**config.mk**
```make
export PLATFORM = sky130hd
export DESIGN_NAME = fpmc_top
export DESIGN_NICKNAME = d
export VERILOG_FILES = /design/src/shared/fpmc_pkg.sv /design/src/verilog/fpmc_top.sv
export VERILOG_INCLUDE_DIRS = /design/src /design/src/shared
export SDC_FILE = /design/constraint.sdc
export NUM_CORES = 1
export LEC_CHECK = 0
export BUFFER_PORTS_ARGS = -buffer_cell sky130_fd_sc_hd__buf_2
export CORE_MARGIN = 2
export CORE_UTILIZATION = 60
export CTS_CLUSTER_SIZE = 24
export DETAILED_ROUTE_END_ITERATION = 10
export PLACE_DENSITY = 0.78
export SLEW_MARGIN = 10
export SYNTH_ARGS = -nofsm -noshare
export SYNTH_HDL_FRONTEND = slang
export SYNTH_SLANG_ARGS = --single-unit
```
**constraint.sdc**
```tcl
create_clock -name clock_i -period 7.14 [get_ports clock_i]
set_input_delay 1.428 -clock clock_i [delete_from_list [all_inputs] [get_ports clock_i]]
set_output_delay 1.428 -clock clock_i [all_outputs]
set_load 0.03 [all_outputs]
```
**src/shared/fpmc_map.svh**
```systemverilog
// constants of the flash programming mode control
`ifndef FPMC_MAP_SVH
`define FPMC_MAP_SVH
`define FPMC_ADDR_W 12
`define FPMC_ROW_BYTES 32
`define FPMC_ROW_IDX_W 5
`define FPMC_RAM_ADDR_W 8
`define FPMC_ENTRY_EDGES 3'h4
`define FPMC_ENTRY_CNT_W 3
`define FPMC_BIT_CNT_W 3
`define FPMC_BIT_LAST 3'h7
`define FPMC_ROW_LAST 5'h1F
`define FPMC_ZERO_MASK 32'h0000_0000
`define FPMC_BYTE_ZERO 8'h00
`endif

```
**src/shared/fpmc_pkg.sv**
```systemverilog
// types of the flash programming mode control
`include "fpmc_map.svh"
package fpmc_pkg;
    typedef enum logic [1:0] {area_sector0, area_sector1, area_option_row, area_eeprom} fpmc_area_t;
    typedef enum logic [1:0] {op_latch, op_program, op_erase, op_none} fpmc_op_t;
    typedef struct packed {
        logic valid;
        fpmc_op_t op;
        fpmc_area_t area;
        logic [`FPMC_ADDR_W-1:0] addr;
        logic [7:0] data;
        logic from_sector0;
    } fpmc_req_t;
    typedef struct packed {
        logic done;
        logic denied;
    } fpmc_resp_t;
    typedef struct packed {
        logic wr;
        logic erase;
        fpmc_area_t area;
        logic [`FPMC_ADDR_W-1:0] addr;
        logic [7:0] data;
    } fpmc_flash_cmd_t;
    typedef struct packed {
        logic we;
        logic [`FPMC_RAM_ADDR_W-1:0] addr;
        logic [7:0] data;
    } fpmc_ram_wr_t;
    typedef struct packed {
        logic drive;
        logic level;
    } fpmc_sclk_cfg_t;
endpackage

```
**src/verilog/fpmc_top.sv**
```systemverilog
// flash programming mode control: session entry, driver download, guarded sequencer
`timescale 1ns/100ps
`include "fpmc_map.svh"
module fpmc_top (
    input wire logic clock_i,
    input wire logic resetn_i,
    input wire logic reset_pin_n_i,
    input wire logic tool_socket_i,
    input wire logic prog_serial_clock_i,
    input wire logic prog_serial_data_i,
    input wire fpmc_pkg::fpmc_sclk_cfg_t sclk_cfg_i,
    input wire fpmc_pkg::fpmc_req_t req_i,
    output logic prog_serial_clock_o,
    output logic prog_serial_clock_oe_o,
    output logic prog_serial_clock_pullup_o,
    output logic in_circuit_comm_mode_o,
    output logic sys_vector_o,
    output logic driver_exec_o,
    output logic busy_o,
    output fpmc_pkg::fpmc_resp_t resp_o,
    output fpmc_pkg::fpmc_flash_cmd_t flash_cmd_o,
    output fpmc_pkg::fpmc_ram_wr_t ram_wr_o
);
    import fpmc_pkg::*;

    typedef enum {ses_off, ses_entry, ses_len, ses_load, ses_exec} fpmc_ses_t;
    typedef enum {seq_idle, seq_write} fpmc_seq_t;

    function automatic logic area_allowed(input fpmc_area_t area, input logic tool,
                                          input logic from_s0);
        if (tool) begin
            area_allowed = 1'b1;
        end else begin
            area_allowed = from_s0 && (area == area_sector1 || area == area_eeprom);
        end
    endfunction

    // pin synchronisers
    logic [1:0] rst_pin_s;
    logic [1:0] sock_s;
    logic [2:0] sclk_s;
    logic [1:0] sdata_s;
    always_ff @(posedge clock_i) begin
        rst_pin_s <= {rst_pin_s[0], reset_pin_n_i};
        sock_s <= {sock_s[0], tool_socket_i};
        sclk_s <= {sclk_s[1:0], prog_serial_clock_i};
        sdata_s <= {sdata_s[0], prog_serial_data_i};
    end
    wire logic rst_pin_lo = !rst_pin_s[1];
    wire logic sclk_rise = sclk_s[1] && !sclk_s[2];
    wire logic sdata = sdata_s[1];
    wire logic tool_mode = in_circuit_comm_mode_o || sock_s[1];

    // serial clock pin ownership
    always_ff @(posedge clock_i) begin
        if (!resetn_i || rst_pin_lo) begin
            prog_serial_clock_oe_o <= 1'b0;
            prog_serial_clock_o <= 1'b1;
            prog_serial_clock_pullup_o <= 1'b1;
        end else begin
            prog_serial_clock_oe_o <= sclk_cfg_i.drive && !in_circuit_comm_mode_o;
            prog_serial_clock_o <= sclk_cfg_i.level;
            prog_serial_clock_pullup_o <= !sclk_cfg_i.drive || in_circuit_comm_mode_o;
        end
    end

    // session: entry, download, execution
    fpmc_ses_t ses;
    logic [`FPMC_ENTRY_CNT_W-1:0] entry_cnt;
    logic [`FPMC_BIT_CNT_W-1:0] bit_cnt;
    logic [7:0] shift;
    logic [7:0] load_len;
    logic [`FPMC_RAM_ADDR_W-1:0] load_addr;
    wire logic [7:0] next_shift = {shift[6:0], sdata};
    wire logic byte_done = sclk_rise && bit_cnt == `FPMC_BIT_LAST;

    always_ff @(posedge clock_i) begin
        if (!resetn_i) begin
            ses <= ses_off;
            entry_cnt <= '0;
            bit_cnt <= '0;
            shift <= `FPMC_BYTE_ZERO;
            load_len <= `FPMC_BYTE_ZERO;
            load_addr <= '0;
            in_circuit_comm_mode_o <= 1'b0;
            sys_vector_o <= 1'b0;
            driver_exec_o <= 1'b0;
            ram_wr_o <= '0;
        end else begin
            driver_exec_o <= 1'b0;
            sys_vector_o <= 1'b0;
            ram_wr_o.we <= 1'b0;
            if (sclk_rise) begin
                shift <= next_shift;
                bit_cnt <= bit_cnt + 1'b1;
            end
            case (ses)
                ses_off: begin
                    entry_cnt <= '0;
                    if (rst_pin_lo) begin
                        ses <= ses_entry;
                    end
                end
                ses_entry: begin
                    bit_cnt <= '0;
                    if (sclk_rise && !sdata && entry_cnt != `FPMC_ENTRY_EDGES) begin
                        entry_cnt <= entry_cnt + 1'b1;
                    end
                    if (!rst_pin_lo) begin
                        if (entry_cnt == `FPMC_ENTRY_EDGES) begin
                            in_circuit_comm_mode_o <= 1'b1;
                            sys_vector_o <= 1'b1;
                            ses <= ses_len;
                        end else begin
                            ses <= ses_off;
                        end
                    end
                end
                ses_len: begin
                    if (byte_done) begin
                        load_len <= next_shift;
                        load_addr <= '0;
                        ses <= (next_shift == `FPMC_BYTE_ZERO) ? ses_exec : ses_load;
                        driver_exec_o <= next_shift == `FPMC_BYTE_ZERO;
                    end
                end
                ses_load: begin
                    if (byte_done) begin
                        ram_wr_o.we <= 1'b1;
                        ram_wr_o.addr <= load_addr;
                        ram_wr_o.data <= next_shift;
                        load_addr <= load_addr + 1'b1;
                        if ({1'b0, load_addr} + 9'h001 == {1'b0, load_len}) begin
                            ses <= ses_exec;
                            driver_exec_o <= 1'b1;
                        end
                    end
                end
                ses_exec: begin
                    bit_cnt <= '0;
                end
                default: begin
                    ses <= ses_off;
                end
            endcase
            if (rst_pin_lo && ses != ses_off && ses != ses_entry) begin
                ses <= ses_entry;
                entry_cnt <= '0;
                in_circuit_comm_mode_o <= 1'b0;
            end
        end
    end

    // row latches and program sequencer
    logic [7:0] row_data [`FPMC_ROW_BYTES];
    logic [`FPMC_ROW_BYTES-1:0] row_mask;
    logic [`FPMC_ADDR_W-1:`FPMC_ROW_IDX_W] row_base;
    fpmc_area_t row_area;
    fpmc_seq_t seq;
    logic [`FPMC_ROW_IDX_W-1:0] wr_idx;
    wire logic req_take = req_i.valid && seq == seq_idle;
    wire logic req_ok = area_allowed(req_i.area, tool_mode, req_i.from_sector0);
    wire logic [`FPMC_ROW_IDX_W-1:0] req_idx = req_i.addr[`FPMC_ROW_IDX_W-1:0];

    always_ff @(posedge clock_i) begin
        if (req_take && req_ok && req_i.op == op_latch) begin
            row_data[req_idx] <= req_i.data;
        end
    end

    always_ff @(posedge clock_i) begin
        if (!resetn_i) begin
            seq <= seq_idle;
            row_mask <= `FPMC_ZERO_MASK;
            row_base <= '0;
            row_area <= area_sector0;
            wr_idx <= '0;
            busy_o <= 1'b0;
            resp_o <= '0;
            flash_cmd_o <= '0;
        end else begin
            resp_o <= '0;
            flash_cmd_o.wr <= 1'b0;
            flash_cmd_o.erase <= 1'b0;
            case (seq)
                seq_idle: begin
                    if (req_take) begin
                        if (!req_ok || req_i.op == op_none) begin
                            resp_o <= '{done: 1'b1, denied: 1'b1};
                        end else if (req_i.op == op_latch) begin
                            row_mask[req_idx] <= 1'b1;
                            row_base <= req_i.addr[`FPMC_ADDR_W-1:`FPMC_ROW_IDX_W];
                            row_area <= req_i.area;
                            resp_o <= '{done: 1'b1, denied: 1'b0};
                        end else if (req_i.op == op_erase) begin
                            flash_cmd_o <= '{wr: 1'b0, erase: 1'b1, area: req_i.area,
                                             addr: req_i.addr, data: `FPMC_BYTE_ZERO};
                            resp_o <= '{done: 1'b1, denied: 1'b0};
                        end else if (row_mask == `FPMC_ZERO_MASK) begin
                            flash_cmd_o <= '{wr: 1'b1, erase: 1'b0, area: req_i.area,
                                             addr: req_i.addr, data: req_i.data};
                            resp_o <= '{done: 1'b1, denied: 1'b0};
                        end else if (!area_allowed(row_area, tool_mode, req_i.from_sector0)) begin
                            resp_o <= '{done: 1'b1, denied: 1'b1};
                        end else begin
                            seq <= seq_write;
                            wr_idx <= '0;
                            busy_o <= 1'b1;
                        end
                    end
                end
                seq_write: begin
                    if (row_mask[wr_idx]) begin
                        flash_cmd_o <= '{wr: 1'b1, erase: 1'b0, area: row_area,
                                         addr: {row_base, wr_idx},
                                         data: row_data[wr_idx]};
                    end
                    wr_idx <= wr_idx + 1'b1;
                    if (wr_idx == `FPMC_ROW_LAST) begin
                        row_mask <= `FPMC_ZERO_MASK;
                        seq <= seq_idle;
                        busy_o <= 1'b0;
                        resp_o <= '{done: 1'b1, denied: 1'b0};
                    end
                end
                default: begin
                    seq <= seq_idle;
                end
            endcase
        end
    end
endmodule

```
==> impl_metrics.csv <==
group,metric,value,unit
synthesis,yosysWarnings,0,
job,drv_cap,0,
place,dp_hpwl,22600,um
clock_tree,cts-buffers-inserted,40,
floorplan,die_w,168,um
global_route,overflow,0,
clock_tree,path_clk_slew,60,ps
global_route,grt_max_degree,55,
final_layout,final_common_cell,"edfxtp_1",
clock_tree,post_cts_buffers,0,
critical_path,timing.critical_path.required,7580,ps
worst_hold_path,worstHoldPathCells,0,
final_layout,diodes,0,
critical_path,crit_slowest_cell,"clkinv_1",
sta,rsz0062_at_grt,"false",
critical_path,crit_type,"in2reg",
clock_tree,clockRootBuffer,"clkbuf_16",
sta,drv_slew,0,
critical_path,slowest_delay,830,ps
synthesis,postSynthCellCount,1177,
routing,vias,10261,
critical_path,timing.rr.end,"flash_cmd_o[7]$_SDFFE_PN0P_",
final_layout,layout_common_cells,"256 x edfxtp_1, 140 x dfxtp_1, 109 x nor2_1, 83 x buf_2, 82 x mux2i_1",
routing,route.detailed.wl_per_inst,22.8,um
synthesis,ys_seq_area_share,65.6,%
synthesis,avgSynthCellArea,13.6,um2
routing,dr.pass1.iters,8,
synthesis,synth_cell_types,67,
final_layout,drive_gt1_share,16.7,%
clock_tree,clk_latency,530,ps
clock_tree,cts-resized-gates,0,
status,violations,"DRC",
clock_tree,cts.htree.levels,2,
worst_hold_path,min_to,"sdata_s[1]$_DFF_P_",
synthesis,async_reset_ff_share,0,%
critical_path,cp_data_arrival_time,3940,ps
critical_path,crit_path_start_kind,"input port",
sta,period_share,49.1,%
floorplan,die_h,168,um
synthesis,synth_ff_type,"edfxtp_1",
sta,fin_skew,20.0,ps
final_layout,fillers,1813,
power_and_ir_drop,power_per_cell_area,262,nW/um2
routing,drc,7,
final_layout,final_nets,1277,
sta,period_needed,3510,ps
final_layout,area_growth,11.9,%
worst_hold_path,holdCritPathClass,"reg2reg",
clock_tree,cts_buffer_depth,3,
critical_path,path_max_fanout,33,
sta,timing.hold.ws,327,ps
critical_path,worstPathCellList,"buf_2 > clkinv_1 > buf_4 > or2_2 > inv_1 > nand2_1 > o21ai_0",
place,portBuffers,83,
final_layout,final_cells,1602,
floorplan,core-area,26100,um2
floorplan,io_pins,84,
global_route,antenna_found_initial,1,
synthesis,syn_area,16000,um2
status,outcome,"finished, violations left",
sta,fmax,285,MHz
floorplan,start_util,61.4,%
synthesis,synth_edf_count,256,
sta,tns,0,ps
routing,drt-total-wl,36600,um
routing,drtIter0Drc,1268,
routing,via_per_inst,6.41,
place,place_inst,1529,
power_and_ir_drop,p_leak,6.05,nW
floorplan,fp.dieArea,28100,um2
global_route,grt_pass1_vias,9940,
floorplan,rows,59,
sta,tightest_slew,1160,ps
place,gp_congestion,0.860,
routing,antenna_violating_nets_post_route,0,
worst_hold_path,min_from,"sdata_s[0]$_DFF_P_",
critical_path,endpoint_kind,"register",
synthesis,syn_nets,1218,
sta,hold_viol,0,
sta,slew_headroom,22.5,%
synthesis,ys_seq_elements,398,
global_route,grt_pass1_wl,56700,um
clock_tree,clock-sinks,398,
critical_path,r2r_cells,6,
power_and_ir_drop,peakVddDrop,0.000224,V
critical_path,cp-startpoint,"resetn_i",
critical_path,rrSetupSlack,3900,ps
clock_tree,cts_tree,"yes",
clock_tree,hold_buffers,0,
final_layout,finalCoreUtilization,68.7,%
global_route,groute.usage.overall,26.2,%
sta,finalSetupViolCount,0,
## layout make-up
| type | instances | area [um2] | share of cell area [%] |
|---|---|---|---|
| clock inverters | 23 | 223 | 1.24 |
| well taps | 335 | 419 | 2.33 |
| multi-input cells | 678 | 5080 | 28.3 |
| flip-flops and latches | 398 | 10500 | 58.7 |
| inverters | 26 | 97.6 | 0.544 |
| clock buffers | 50 | 1110 | 6.19 |
| repair buffers | 92 | 483 | 2.69 |
## critical path, delay by kind of cell
kind,cells,cell delay [ps]
AOI/OAI and AO/OA,1,140
buffers and inverters,4,1880
and+or+nand+nor,2,470
## worst max path at each step
stage                                            to  slack (ps)  cells after the start
after global routing      load_addr[3]$_SDFFE_PN0P_        3410                      7
final                     load_addr[2]$_SDFFE_PN0P_        3630                      7
after global placement    load_addr[3]$_SDFFE_PN0P_        3210                      7
after floorplan            row_data[0][0]$_DFFE_PP_        3750                      8
after detailed placement  load_addr[2]$_SDFFE_PN0P_        3140                      7
after CTS                 load_addr[2]$_SDFFE_PN0P_        3670                      7
## per-layer routing
metal | routed length (um) | vias up | global-route usage [%] | part of all wire [%]
li1 | - | 4612 | - | -
met1 | 15100 | 5061 | 36.3 | 41
met2 | 17500 | 510 | 42.4 | 48
met3 | 3060 | 78 | 5.29 | 8.4
met4 | 993 | 0 | 8.09 | 2.7
met5 | 0 | - | 0 | 0
## cell usage after synthesis (9+ instances only)
master      n  share of area [%]
a211oi_1   12               0.56
a32oi_1    11               0.60
buf_4      10               0.47
clkbuf_1   48                1.1
a211o_1    16               0.87
mux2i_1    82                5.1
o21a_1     15               0.70
nand2_1    79                1.8
a221oi_1   16               0.87
a21oi_1    78                2.4
dfxtp_1   142                 18
inv_1      24               0.56
mux4_2     38                5.3
nor2_1    109                2.5
o21ai_0    24               0.75
nor4_1     14               0.55
nand2b_1   15               0.58
a22oi_1     9               0.42
buf_2      10               0.31
xnor2_1    11               0.60
edfxtp_1  256                 48
nand3_1    15               0.47
nand4_1     9               0.35
## report_power, final
group | switching (mW) | internal [mW]
Sequential | 0.0118 | 2.46
Clock | 0.838 | 1.25
Combinational | 0.113 | 0.0383
## cells by family after synthesis
kind of cell,Yosys count,synth area share (%)
DFF,398,65.6
and+or+nand+nor,291,8.61
AOI/OAI and AO/OA,241,10.6
muxes,126,11.2
buffers and inverters,101,2.77
xor gates and xnor gates,13,0.710
adders and majority gates,7,0.546
## registers in the layout (all words and copies together), names as in the netlist, 5 cells and up, named ones only
name and cells:
row_data 256, flash_cmd_o 24, row_mask 32, ram_wr_o 17, load_addr 8, row_base 7, shift 7, load_len 8
wr_idx 5
## through the flow
stage               setup WS (ps)  total power [mW]  area, um2
detailed placement           3140              2.67      16600
global placement             3210              2.67      16600
finish                       3630              4.71      18000
CTS                          3670              4.73      18000
global route                 3410              4.83      18000
floorplan                    3750              2.60      16000
(Power assumes the default switching activity.)
